## config.mk

```make
export PLATFORM = sky130hd
export DESIGN_NAME = ema_top
export DESIGN_NICKNAME = d
export VERILOG_FILES = /design/src/common/ema_pkg.sv /design/src/logic/ema_sub.sv /design/src/logic/ema_top.sv
export SDC_FILE = /design/constraint.sdc
export NUM_CORES = 2
export LEC_CHECK = 0
export ABC_AREA = 0
export ABC_CLOCK_PERIOD_IN_PS = 12900
export BUFFER_PORTS_ARGS = -buffer_cell sky130_fd_sc_hd__clkbuf_2
export CORE_ASPECT_RATIO = 0.7
export CORE_MARGIN = 2
export CORE_UTILIZATION = 45
export DETAILED_ROUTE_END_ITERATION = 8
export PLACE_DENSITY = 0.65
export RECOVER_POWER = 25
export SLEW_MARGIN = 20
export SYNTH_ARGS = -nofsm -noshare
export SYNTH_HDL_FRONTEND = slang
export SYNTH_SLANG_ARGS = --single-unit
```

## constraint.sdc

```tcl
create_clock -name CLK -period 12.9 [get_ports CLK]
set_clock_uncertainty 0.05 [all_clocks]
set_input_delay 0.645 -clock CLK [delete_from_list [all_inputs] [get_ports CLK]]
set_output_delay 0.645 -clock CLK [all_outputs]
set_load 0.005 [all_outputs]
```

## src/common/ema_pkg.sv

```systemverilog
// package of shared constants and types for the extended memory alu block
// assumes a 32-bit avalon-mm slave port with byte addresses and one clock
package ema_pkg;

  // ==========================================================
  // widths and sizes
  localparam int EMA_DW = 8;
  localparam int EMA_MEM_DEPTH = 64;
  localparam int EMA_MAW = 6;
  localparam int EMA_BAW = 10;
  localparam int EMA_OPW = 5;
  localparam int EMA_FW = 6;

  // ==========================================================
  // register byte offsets
  localparam logic [9:0] EMA_OFF_CMD = 10'h000;
  localparam logic [9:0] EMA_OFF_ACC = 10'h004;
  localparam logic [9:0] EMA_OFF_FLAGS = 10'h008;
  localparam logic [9:0] EMA_OFF_STAT = 10'h00c;
  // memory window: one byte per word from this base
  localparam logic [1:0] EMA_MEM_SEL = 2'h1;

  // ==========================================================
  // command and status register field positions
  localparam int EMA_CMD_OP_LSB = 0;
  localparam int EMA_CMD_BIT_LSB = 8;
  localparam int EMA_CMD_ADR_LSB = 16;
  localparam int EMA_STAT_BUSY = 0;
  localparam int EMA_STAT_SKIP = 1;
  localparam int EMA_STAT_DUMMY = 2;

  // ==========================================================
  // flag bit positions
  localparam int EMA_F_C = 0;
  localparam int EMA_F_AC = 1;
  localparam int EMA_F_Z = 2;
  localparam int EMA_F_OV = 3;
  localparam int EMA_F_SC = 4;
  localparam int EMA_F_CZ = 5;

  // ==========================================================
  // constants and reset values
  localparam logic [7:0] EMA_FULL_BYTE = 8'hff;
  localparam logic [7:0] EMA_ONE = 8'h01;
  localparam logic [7:0] EMA_ACC_RST = 8'h00;
  localparam logic [5:0] EMA_FLAGS_RST = 6'h00;
  // dummy cycles after a taken skip: three cycles in all
  localparam logic [1:0] EMA_SKIP_DUMMIES = 2'h2;

  // ==========================================================
  // operations, numbered in this order from zero
  typedef enum logic [4:0] {
    OP_NOP,
    OP_EXT_MOVE_LOAD,
    OP_EXT_MOVE_STORE,
    OP_EXT_BITWISE_OR_TO_WORK,
    OP_EXT_BITWISE_OR_TO_MEM,
    OP_EXT_ROTATE_LEFT_MEM,
    OP_EXT_ROTATE_LEFT_TO_WORK,
    OP_EXT_ROTATE_LEFT_CARRY_MEM,
    OP_EXT_ROTATE_LEFT_CARRY_WORK,
    OP_EXT_ROTATE_RIGHT_MEM,
    OP_EXT_ROTATE_RIGHT_TO_WORK,
    OP_EXT_ROTATE_RIGHT_CARRY_MEM,
    OP_EXT_ROTATE_RIGHT_CARRY_WORK,
    OP_EXT_SUBTRACT_BORROW_TO_WORK,
    OP_EXT_SUBTRACT_BORROW_TO_MEM,
    OP_EXT_SUBTRACT_TO_WORK,
    OP_EXT_SUBTRACT_TO_MEM,
    OP_EXT_DECREMENT_SKIP_ZERO,
    OP_EXT_DECREMENT_SKIP_ZERO_WORK,
    OP_EXT_INCREMENT_SKIP_ZERO,
    OP_EXT_INCREMENT_SKIP_ZERO_WORK,
    OP_EXT_SET_BITS,
    OP_EXT_SET_ONE_BIT,
    OP_EXT_SKIP_BIT_NONZERO,
    OP_EXT_SKIP_NONZERO
  } ema_op_e;

  // sequencer states
  typedef enum logic [1:0] {
    ST_IDLE,
    ST_EXEC,
    ST_DUMMY
  } ema_state_e;

endpackage : ema_pkg

```

## src/logic/ema_sub.sv

```systemverilog
// subtract unit: difference and all six arithmetic flags
// assumes operands and flags come from registers of the caller
module ema_sub (
  // operands
  input wire logic [7:0] acc,
  input wire logic [7:0] mem,
  // borrow chain control
  input wire logic use_carry,
  input wire logic carry_in,
  input wire logic cz_in,
  // results
  output logic [7:0] diff,
  output logic [5:0] flags
);
  import ema_pkg::*;

  // ==========================================================
  // arithmetic
  logic borrow;
  logic [8:0] full;
  logic [4:0] low;

  // borrow in is the inverted carry, only for the chained form
  assign borrow = use_carry & ~carry_in;

  // one extra bit catches the borrow out
  always_comb begin
    full = {1'b0, acc} - {1'b0, mem} - {8'h00, borrow};
    low = {1'b0, acc[3:0]} - {1'b0, mem[3:0]} - {4'h0, borrow};
    diff = full[7:0];
    flags = '0;
    flags[EMA_F_C] = ~full[8];
    flags[EMA_F_AC] = ~low[4];
    flags[EMA_F_OV] = (acc[7] ^ mem[7]) & (acc[7] ^ full[7]);
    flags[EMA_F_SC] = flags[EMA_F_OV] ^ full[7];
    flags[EMA_F_Z] = (full[7:0] == 8'h00);
    // chained form keeps zero across bytes
    flags[EMA_F_CZ] = use_carry ? (flags[EMA_F_Z] & cz_in) : flags[EMA_F_Z];
  end

endmodule : ema_sub

```

## src/logic/ema_top.sv

```systemverilog
// extended memory alu: accumulator, flags, data memory and sequencer
// assumes an avalon-mm master that holds each request until waitrequest is low
// What this block does
// - load accumulator from memory, flags kept
// - store accumulator to memory, flags kept
// - or into accumulator or memory, zero only
// - rotate left, bit 7 to bit 0
// - rotate left through carry, carry only
// - rotate right, bit 0 to bit 7
// - rotate right through carry, carry only
// - rotate into accumulator leaves memory alone
// - subtract with inverted carry as borrow
// - plain subtract, accumulator or memory destination
// - carry clear when negative, else set
// - subtract updates all six arithmetic flags
// - decrement memory, skip when zero
// - increment memory, skip when zero
// - accumulator variants leave memory unchanged
// - taken skip takes three cycles
// - whole byte set writes all ones
// - bit set forces one bit only
// - skip when selected bit is set
// - byte test rewrites byte, skips nonzero
//
// The Avalon-MM interface to the registers and the address map were decided locally.
module ema_top (
  // clock and reset
  input wire logic CLK,
  input wire logic RESETN,
  // avalon-mm slave
  input wire logic [ema_pkg::EMA_BAW-1:0] ADDRESS,
  input wire logic READ,
  input wire logic WRITE,
  input wire logic [31:0] WRITEDATA,
  input wire logic [3:0] BYTEENABLE,
  output logic [31:0] READDATA,
  output logic WAITREQUEST,
  // sequencer view
  output logic SKIP_TAKEN,
  output logic DUMMY_SLOT
);
  import ema_pkg::*;

  // ==========================================================
  // state
  typedef struct packed {
    ema_state_e state; // sequencer
    ema_op_e op; // latched operation
    logic [2:0] bit_idx; // selected bit
    logic [EMA_MAW-1:0] adr; // data memory address
    logic [7:0] acc; // accumulator
    logic [EMA_FW-1:0] flags; // status flags
    logic [EMA_MEM_DEPTH-1:0][7:0] mem; // data memory
    logic [1:0] dummies; // dummy cycles left
    logic skip; // last instruction skipped
    logic resp; // bus answer cycle
    logic [31:0] rdata; // latched read data
  } ema_st_s;

  ema_st_s r_reg;
  ema_st_s r_next;

  // subtract unit wires
  logic [7:0] sub_diff;
  logic [5:0] sub_flags;
  logic sub_chain;
  logic [7:0] m_byte;

  // ==========================================================
  // helpers
  function automatic logic is_zero(input logic [7:0] v);
    is_zero = (v == 8'h00);
  endfunction : is_zero

  function automatic logic [7:0] bit_mask(input logic [2:0] i);
    bit_mask = EMA_ONE << i;
  endfunction : bit_mask

  // byte-lane merge of a 32-bit word
  function automatic logic [31:0] merge(input logic [31:0] old, input logic [31:0] nw,
                                        input logic [3:0] be);
    logic [31:0] res;
    res = old;
    for (int k = 0; k < 4; k++) begin
      if (be[k]) begin
        res[k*8 +: 8] = nw[k*8 +: 8];
      end
    end
    merge = res;
  endfunction : merge

  // memory window decode
  function automatic logic mem_hit(input logic [EMA_BAW-1:0] a);
    mem_hit = (a[EMA_BAW-1:EMA_BAW-2] == EMA_MEM_SEL) && (a[1:0] == 2'h0);
  endfunction : mem_hit

  // command register image
  function automatic logic [31:0] cmd_word(input ema_st_s s);
    logic [31:0] w;
    w = '0;
    w[EMA_CMD_OP_LSB +: EMA_OPW] = s.op;
    w[EMA_CMD_BIT_LSB +: 3] = s.bit_idx;
    w[EMA_CMD_ADR_LSB +: EMA_MAW] = s.adr;
    cmd_word = w;
  endfunction : cmd_word

  // register read mux; unmapped reads as zero
  function automatic logic [31:0] reg_read(input ema_st_s s, input logic [EMA_BAW-1:0] a);
    logic [31:0] w;
    w = '0;
    if (mem_hit(a)) begin
      w[7:0] = s.mem[a[EMA_MAW+1:2]];
    end else begin
      case (a)
        EMA_OFF_CMD: w = cmd_word(s);
        EMA_OFF_ACC: w[7:0] = s.acc;
        EMA_OFF_FLAGS: w[EMA_FW-1:0] = s.flags;
        EMA_OFF_STAT: begin
          w[EMA_STAT_BUSY] = (s.state != ST_IDLE);
          w[EMA_STAT_SKIP] = s.skip;
          w[EMA_STAT_DUMMY] = (s.state == ST_DUMMY);
        end
        default: w = '0;
      endcase
    end
    reg_read = w;
  endfunction : reg_read

  // ==========================================================
  // subtract datapath
  assign m_byte = r_reg.mem[r_reg.adr];
  // chained borrow only for the borrow forms
  assign sub_chain = (r_reg.op == OP_EXT_SUBTRACT_BORROW_TO_WORK) ||
                     (r_reg.op == OP_EXT_SUBTRACT_BORROW_TO_MEM);

  ema_sub i_ema_sub (
    .acc(r_reg.acc),
    .mem(m_byte),
    .use_carry(sub_chain),
    .carry_in(r_reg.flags[EMA_F_C]),
    .cz_in(r_reg.flags[EMA_F_CZ]),
    .diff(sub_diff),
    .flags(sub_flags)
  );

  // ==========================================================
  // next state
  // execution happens in one cycle; the bus is stalled while busy,
  // which keeps software from racing the accumulator or memory
  always_comb begin
    logic [31:0] cw;
    logic [7:0] res;
    logic to_acc;
    logic to_mem;
    logic skip;
    r_next = r_reg;
    r_next.resp = 1'b0;
    cw = '0;
    res = 8'h00;
    to_acc = 1'b0;
    to_mem = 1'b0;
    skip = 1'b0;

    // bus: first cycle latches read data, second answers
    if ((READ || WRITE) && !r_reg.resp && r_reg.state == ST_IDLE) begin
      r_next.resp = 1'b1;
      r_next.rdata = reg_read(r_reg, ADDRESS);
    end

    // write takes effect at the answer edge
    if (WRITE && r_reg.resp) begin
      if (mem_hit(ADDRESS)) begin
        if (BYTEENABLE[0]) begin
          r_next.mem[ADDRESS[EMA_MAW+1:2]] = WRITEDATA[7:0];
        end
      end else begin
        case (ADDRESS)
          EMA_OFF_CMD: begin
            // a command write starts execution
            cw = merge(cmd_word(r_reg), WRITEDATA, BYTEENABLE);
            r_next.op = ema_op_e'(cw[EMA_CMD_OP_LSB +: EMA_OPW]);
            r_next.bit_idx = cw[EMA_CMD_BIT_LSB +: 3];
            r_next.adr = cw[EMA_CMD_ADR_LSB +: EMA_MAW];
            r_next.state = ST_EXEC;
            r_next.skip = 1'b0;
          end
          EMA_OFF_ACC: begin
            if (BYTEENABLE[0]) begin
              r_next.acc = WRITEDATA[7:0];
            end
          end
          EMA_OFF_FLAGS: begin
            if (BYTEENABLE[0]) begin
              r_next.flags = WRITEDATA[EMA_FW-1:0];
            end
          end
          // status and unmapped: write ignored
          default: r_next.state = r_reg.state;
        endcase
      end
    end

    // sequencer
    case (r_reg.state)
      ST_IDLE: begin
        r_next.dummies = r_reg.dummies;
      end
      ST_EXEC: begin
        case (r_reg.op)
          OP_EXT_MOVE_LOAD: begin
            res = m_byte;
            to_acc = 1'b1;
          end
          OP_EXT_MOVE_STORE: begin
            res = r_reg.acc;
            to_mem = 1'b1;
          end
          OP_EXT_BITWISE_OR_TO_WORK, OP_EXT_BITWISE_OR_TO_MEM: begin
            res = r_reg.acc | m_byte;
            to_acc = (r_reg.op == OP_EXT_BITWISE_OR_TO_WORK);
            to_mem = !to_acc;
            r_next.flags[EMA_F_Z] = is_zero(res);
          end
          OP_EXT_ROTATE_LEFT_MEM, OP_EXT_ROTATE_LEFT_TO_WORK: begin
            res = {m_byte[6:0], m_byte[7]};
            to_acc = (r_reg.op == OP_EXT_ROTATE_LEFT_TO_WORK);
            to_mem = !to_acc;
          end
          OP_EXT_ROTATE_LEFT_CARRY_MEM, OP_EXT_ROTATE_LEFT_CARRY_WORK: begin
            res = {m_byte[6:0], r_reg.flags[EMA_F_C]};
            r_next.flags[EMA_F_C] = m_byte[7];
            to_acc = (r_reg.op == OP_EXT_ROTATE_LEFT_CARRY_WORK);
            to_mem = !to_acc;
          end
          OP_EXT_ROTATE_RIGHT_MEM, OP_EXT_ROTATE_RIGHT_TO_WORK: begin
            res = {m_byte[0], m_byte[7:1]};
            to_acc = (r_reg.op == OP_EXT_ROTATE_RIGHT_TO_WORK);
            to_mem = !to_acc;
          end
          OP_EXT_ROTATE_RIGHT_CARRY_MEM, OP_EXT_ROTATE_RIGHT_CARRY_WORK: begin
            res = {r_reg.flags[EMA_F_C], m_byte[7:1]};
            r_next.flags[EMA_F_C] = m_byte[0];
            to_acc = (r_reg.op == OP_EXT_ROTATE_RIGHT_CARRY_WORK);
            to_mem = !to_acc;
          end
          OP_EXT_SUBTRACT_BORROW_TO_WORK, OP_EXT_SUBTRACT_BORROW_TO_MEM: begin
            res = sub_diff;
            r_next.flags = sub_flags;
            to_acc = (r_reg.op == OP_EXT_SUBTRACT_BORROW_TO_WORK);
            to_mem = !to_acc;
          end
          OP_EXT_SUBTRACT_TO_WORK, OP_EXT_SUBTRACT_TO_MEM: begin
            res = sub_diff;
            r_next.flags = sub_flags;
            to_acc = (r_reg.op == OP_EXT_SUBTRACT_TO_WORK);
            to_mem = !to_acc;
          end
          OP_EXT_DECREMENT_SKIP_ZERO: begin
            res = m_byte - EMA_ONE;
            to_mem = 1'b1;
            skip = is_zero(res);
          end
          OP_EXT_INCREMENT_SKIP_ZERO: begin
            res = m_byte + EMA_ONE;
            to_mem = 1'b1;
            skip = is_zero(res);
          end
          OP_EXT_DECREMENT_SKIP_ZERO_WORK, OP_EXT_INCREMENT_SKIP_ZERO_WORK: begin
            res = (r_reg.op == OP_EXT_DECREMENT_SKIP_ZERO_WORK) ?
                  (m_byte - EMA_ONE) : (m_byte + EMA_ONE);
            to_acc = 1'b1;
            skip = is_zero(res);
          end
          OP_EXT_SET_BITS: begin
            res = EMA_FULL_BYTE;
            to_mem = 1'b1;
          end
          OP_EXT_SET_ONE_BIT: begin
            res = m_byte | bit_mask(r_reg.bit_idx);
            to_mem = 1'b1;
          end
          OP_EXT_SKIP_BIT_NONZERO: begin
            skip = m_byte[r_reg.bit_idx];
          end
          OP_EXT_SKIP_NONZERO: begin
            res = m_byte;
            to_mem = 1'b1;
            skip = !is_zero(m_byte);
          end
          // no operation or unknown code
          default: res = 8'h00;
        endcase
        if (to_acc) begin
          r_next.acc = res;
        end
        if (to_mem) begin
          r_next.mem[r_reg.adr] = res;
        end
        r_next.skip = skip;
        // dummy slots on a taken skip
        if (skip) begin
          r_next.state = ST_DUMMY;
          r_next.dummies = EMA_SKIP_DUMMIES - 2'h1;
        end else begin
          r_next.state = ST_IDLE;
        end
      end
      ST_DUMMY: begin
        if (r_reg.dummies == 2'h0) begin
          r_next.state = ST_IDLE;
        end else begin
          r_next.dummies = r_reg.dummies - 2'h1;
        end
      end
      default: r_next.state = ST_IDLE;
    endcase
  end

  // ==========================================================
  // state register; memory also clears so reads are defined
  always_ff @(posedge CLK or negedge RESETN) begin
    if (!RESETN) begin
      r_reg <= '{state: ST_IDLE, op: OP_NOP, bit_idx: 3'h0, adr: '0,
                 acc: EMA_ACC_RST, flags: EMA_FLAGS_RST, mem: '0,
                 dummies: 2'h0, skip: 1'b0, resp: 1'b0, rdata: 32'h0000_0000};
    end else begin
      r_reg <= r_next;
    end
  end

  // ==========================================================
  // outputs
  // waitrequest holds while busy and in the latch cycle
  assign WAITREQUEST = (READ || WRITE) && !r_reg.resp;
  assign READDATA = r_reg.rdata;
  assign SKIP_TAKEN = r_reg.skip;
  assign DUMMY_SLOT = (r_reg.state == ST_DUMMY);

endmodule : ema_top

```

; Word level (Yosys, flattened, before mapping)
; Cells that the tools add are included.
; Widths: inputs -> output; s select.
[classes]
add_sub_neg = 7
n_lt_le_gt_ge = 5
n_eq_ne = 33
n_shift = 1
muxes = 59
n_bitwise = 12
n_reduce_logical = 48
[op_table]
columns = op, n
row1 = $mux 512, 3
row2 = $bwmux 512, 2
row3 = $mux 542, 1
row4 = $mux 526, 1
row5 = $pmux 8 s13, 1
row6 = $bmux 8 s6, 2
row7 = $demux 8 s6, 2
row8 = $mux 8, 10
row9 = $logic_not 8->1, 6
row10 = $eq 5x5->1 const B, 9
row11 = $eq 5x4->1 const B, 8
row12 = $mux 33, 1
row13 = $mux 30, 1
row14 = $mux 14, 2
row15 = $mux 24, 1
row16 = $eq 10x4->1 const B, 2
row17 = $eq 5x3->1 const B, 4
row18 = $mux 6, 3
row19 = $reduce_or 2->1, 9
row20 = $or 8x8->8, 2
row21 = $pmux 1 s8, 2
row22 = $lt 6x7->1 const B, 2
row23 = $ge 6x1->1 const B, 2
row24 = $mux 2, 6
row25 = other kinds (41), 83
[word_totals]
reg_bits = 578
in_bits = 50
output_inout_bits = 35
word_cells = 239

; Logic depth before layout (Yosys ltp)
[depth]
ltp_word = 11
mapped_depth = 28
ltp_nobuf = 21

; Modules after synthesis
; From an unflattened synthesis, not the netlist that was laid out.
[hier_totals]
cells_unflattened = 3818
area_unflattened_um2 = 37429.6
[modules_own_cells]
columns = module, n_inst, cells_per_inst, area_per_inst_um2, seq_area_each_um2
row1 = ema_top, 1, 3734, 36836.6, 14088.5
row2 = ema_sub, 1, 84, 593.1, 0.0

; Least setup slack after synthesis
; Ideal clock, no wire load.
[synth_timing]
kind = reg2reg
from = register r_reg[564] in the netlist's numbering
to = register r_reg[105] in the netlist's numbering
setup_time_ns = 0.137
arrival_time_ns = 4.867
required_time_ns = 12.713
setup_slack_ns = 7.846
path_stages_with_launch = 25
n_path_buf = 6
synth_period_minus_slack_ns = 5.054
path_cell_list = dfrtp_1 buf_4 buf_4 buf_4 buf_2 a221oi_1 o22ai_1 a22o_1 nor3_2 inv_1 fa_1 inv_1 ha_1 o21ai_0 nand2_1 a21o_1 a21o_1 xor2_1 a221o_1 a21oi_1 o221ai_1 a311oi_1 clkbuf_1 clkbuf_1 a21oi_1
[synth_rtl]
columns = item, line
row1 = "start, declared", ema_top.sv:60  ; ema_st_s r_reg;
row2 = "start signal, assigned", ema_top.sv:323  ; r_reg <= '{state: ST_IDLE, op: OP_NOP, bit_idx: 3'h0, adr: '0,
row3 = "start signal, assigned", ema_top.sv:327  ; r_reg <= r_next;

==> results.py <==
metrics = {
    "run": {
        "drv_cap": 4,
    },
    "timing": {
        "rsz0062_at_grt": "no",
        "finalSetupViolCount": 0,
        "tns_ns": 0,
        "max_freq_mhz": 118,
        "worst_pin_slew_ns": 5.48,
        "hold_viol": 0,
        "hold_slack_ns": 0.159,
        "post-route-period-util_pct": 65.9,
        "slew_headroom_pct": -265,
        "maxSlewViolCount": 366,
        "period_needed_ns": 8.51,
    },
    "worst_setup_path": {
        "crit_path_end_kind": "flop",
        "crit_type": "flop to flop",
        "worstPathCellList": "buf_4 > buf_4 > mux4_2 > a22oi_1 > o2111ai_1 > nor4_4 > inv_2 > ha_1 > inv_1 > ha_1 > a21o_1 > a21o_1 > a21o_1 > a21oi_1 > xnor2_1 > a2111oi_0 > o221ai_1 > a21oi_4 > buf_4 > o21ai_0",
        "r2r_slack_ns": 4.39,
        "cp_max_fo": 65,
        "worstPathArrival_ns": 8.95,
        "slowest_stage": "nor4_4",
        "critPathMaxStageDelay_ns": 0.99,
        "required_ns": 13.35,
        "startpoint_type": "flop",
    },
    "yosys": {
        "ys_top_cells_by_area": "dfrtp_1 37%, mux4_2 12%, mux2i_1 12%, mux2_2 4.8%, nand2_1 4.6%",
        "syn_area_sq_um": 37700,
        "synth_common_cells": "563 x dfrtp_1, 463 x nand2_1, 437 x mux2i_1",
        "synth_cell_type_count": 85,
        "synth_top_area_share_pct": 37.3,
        "yosys.area.top_type": "dfrtp_1",
        "synth_warnings": 0,
        "async_flop_share_pct": 100,
        "synth_seq_area_share_pct": 37.3,
        "synth_seq_cells": 563,
        "synth_edf_count": 0,
        "synth_most_common_cell": "dfrtp_1",
        "synth.avg_cell_area_sq_um": 9.86,
        "syn_inst": 3827,
        "synth_ff_type": "dfrtp_1",
    },
    "die": {
        "core-area_sq_um": 82700,
        "die-area_sq_um": 86200,
        "design.portCount": 85,
        "initial_core_util_pct": 45.6,
        "num_rows": 88,
        "fp.dieW_um": 350,
        "die_h_um": 246,
    },
    "layout": {
        "area_growth_pct": 7.00,
        "largest_reg_flops": 545,
        "layout.nets": 3726,
        "fillers": 7590,
        "final_util_pct": 48.8,
        "drive_above_1_share_pct": 18.3,
        "stdcell_count": 4822,
    },
    "pwr": {
        "swShare_pct": 26.2,
        "irDropWorstVdd_mv": 0.100,
        "combPwrFrac_pct": 7.9,
        "pwr_density_cell_nw_per_um2": 96.1,
        "internal-power_mw": 2.87,
        "leakage_nw": 15.3,
        "clkPwrFrac_pct": 46.0,
        "seqPwrFrac_pct": 46.1,
        "power.switching_mw": 1.02,
    },
    "worst_hold_path": {
        "hp-class": "input pin to flop",
    },
    "clock_network": {
        "cts_tree": "done",
        "clk_pin_slew_worst_paths_ns": 0.07,
        "htreeDepth": 2,
        "clock_latency_ns": 0.67,
        "cts_buffers": 57,
        "ctsResizeCount": 0,
        "hold_buffers": 0,
        "clock_path_buffers": 3,
        "clk_root_buffer_cell": "clkbuf_16",
        "cts_setup_buffers": 0,
        "clock-sinks": 563,
    },
    "routing": {
        "ant_nets": 0,
        "avgRoutedWirePerCell_um": 29.8,
        "post_drt_via_cell_ratio": 6.72,
        "drt_iter0_markers": 4979,
        "drt_pre_antenna_iters": 8,
        "drc": 0,
        "drt_wl_total_um": 144000,
        "vias": 32400,
    },
    "outcome": {
        "outcome": "finished, violations left",
        "violations": "max-capacitance violations, max-slew violations",
    },
    "place": {
        "gp_congestion": 0.992,
        "placed_cells": 4711,
        "hpwl_um": 93400,
        "numPortBuffers": 53,
    },
    "global_route": {
        "grt_first_pass_wirelength_um": 209000,
        "grt_usage_pct": 32.8,
        "grt_antenna_before_repair": 9,
        "grt_pass1_vias": 29200,
        "grt-ovfl-total": 0,
        "grt_max_degree": 153,
    },
}
==> logic make-up (layout without fill, tap and decap cells) <==
family                   after synthesis  after routing  synth area share [%]
AND/OR/NAND/NOR                     1033           1033                  12.3
AO/OA/AOI/OAI                        938            938                  14.7
multiplexers                         803            803                  28.6
flip-flops                           563            563                  37.3
buffers and inverters                433            285                  5.44
adder cells (fa/ha/maj)               30             30                  1.03
XOR/XNOR                              26             26                 0.603
other                                  1             19               0.00994
==> critical path: cells and delay by family, from the launching register on <==
family,cells,cell delay (ns)
AOI/OAI and AO/OA,10,2.57
xor gates and xnor gates,1,0.19
adders and majority gates,2,0.55
buffers and inverters,5,2.34
DFF,1,0.91
muxes,1,0.50
and+or+nand+nor,1,0.99
==> final cells by class <==
type                       instances  area, sq um  area share, %
multi-input combinational       2845        21800           54.1
sequential                       563        14100           34.9
clock buffer                      90         1730           4.28
tap                             1125         1410           3.49
timing repair buffer             139          941           2.33
clock inverter                    16          204          0.505
inverter                          40          153          0.378
antenna                            4         10.0         0.0248
==> layout by cell type, fill, tap and decap left out, types with 8 or more instances in the layout <==
| cell type | instances |
|---|---|
| nor3_1 | 18 |
| a22o_1 | 12 |
| mux2_2 | 160 |
| a211oi_1 | 88 |
| nor2_2 | 39 |
| dfrtp_1 | 560 |
| clkbuf_8 | 18 |
| nand2b_1 | 21 |
| nand2_1 | 463 |
| and3b_1 | 11 |
| o2bb2ai_1 | 10 |
| o221ai_1 | 9 |
| mux2i_1 | 437 |
| inv_1 | 32 |
| nor3b_1 | 10 |
| nor2_1 | 258 |
| o21ai_1 | 28 |
| clkbuf_2 | 49 |
| conb_1 | 15 |
| a22oi_1 | 37 |
| a32oi_1 | 8 |
| nand3_1 | 47 |
| a221o_1 | 9 |
| mux4_2 | 203 |
| and3_1 | 15 |
| clkbuf_1 | 18 |
| buf_4 | 81 |
| a21oi_1 | 293 |
| clkbuf_16 | 57 |
| o211ai_1 | 11 |
| o22ai_1 | 21 |
| a31oi_1 | 8 |
| o21ai_0 | 330 |
| a221oi_1 | 32 |
| nor2b_1 | 89 |
| and2_1 | 8 |
| ha_1 | 28 |
| xnor2_1 | 21 |
==> stage by stage <==
step                      area [sq um]  setup WS (ns)  total power [mW]
final                            40400           4.39              3.88
after global routing             40400           3.38              3.98
after CTS                        40300           4.74              3.88
after detailed placement         38400           4.79              2.12
after global placement           38400           4.89              2.12
after floorplan                  37800           7.85              2.00
==> power groups by stage <==
stage / sequential (mW) / combinational, mW / clock [mW]
after detailed placement: 1.82 / 0.299 / 0
after global routing: 1.79 / 0.324 / 1.87
after floorplan: 1.82 / 0.180 / 0
final: 1.79 / 0.306 / 1.78
after CTS: 1.79 / 0.300 / 1.79
after global placement: 1.82 / 0.297 / 0
==> worst paths after layout <==
check                                         from                       to  depth (start not counted)
max in group asynchronous                   RESETN     r_reg[483]$_DFF_PN0_                          2
min                                   WRITEDATA[9]   r_reg[569]$_DFFE_PN0P_                          2
min reg2reg                READDATA[4]$_DFFE_PN0P_  READDATA[4]$_DFFE_PN0P_                          2
max reg2reg                 r_reg[564]$_DFFE_PN0P_     r_reg[459]$_DFF_PN0_                         20
max                         r_reg[564]$_DFFE_PN0P_     r_reg[459]$_DFF_PN0_                         20
min in group asynchronous                   RESETN      r_reg[85]$_DFF_PN0_                          1
==> layer usage <==
layer	track usage (%)	wire length [um]	up-vias	share of wire, %
met5	0	39	-	0.027
met4	10.0	5010	6	3.5
met3	13.8	22700	351	16
met2	42.7	56000	2383	39
met1	48.4	59800	16100	42
li1	-	-	13600	-
(Power assumes the default switching activity.)
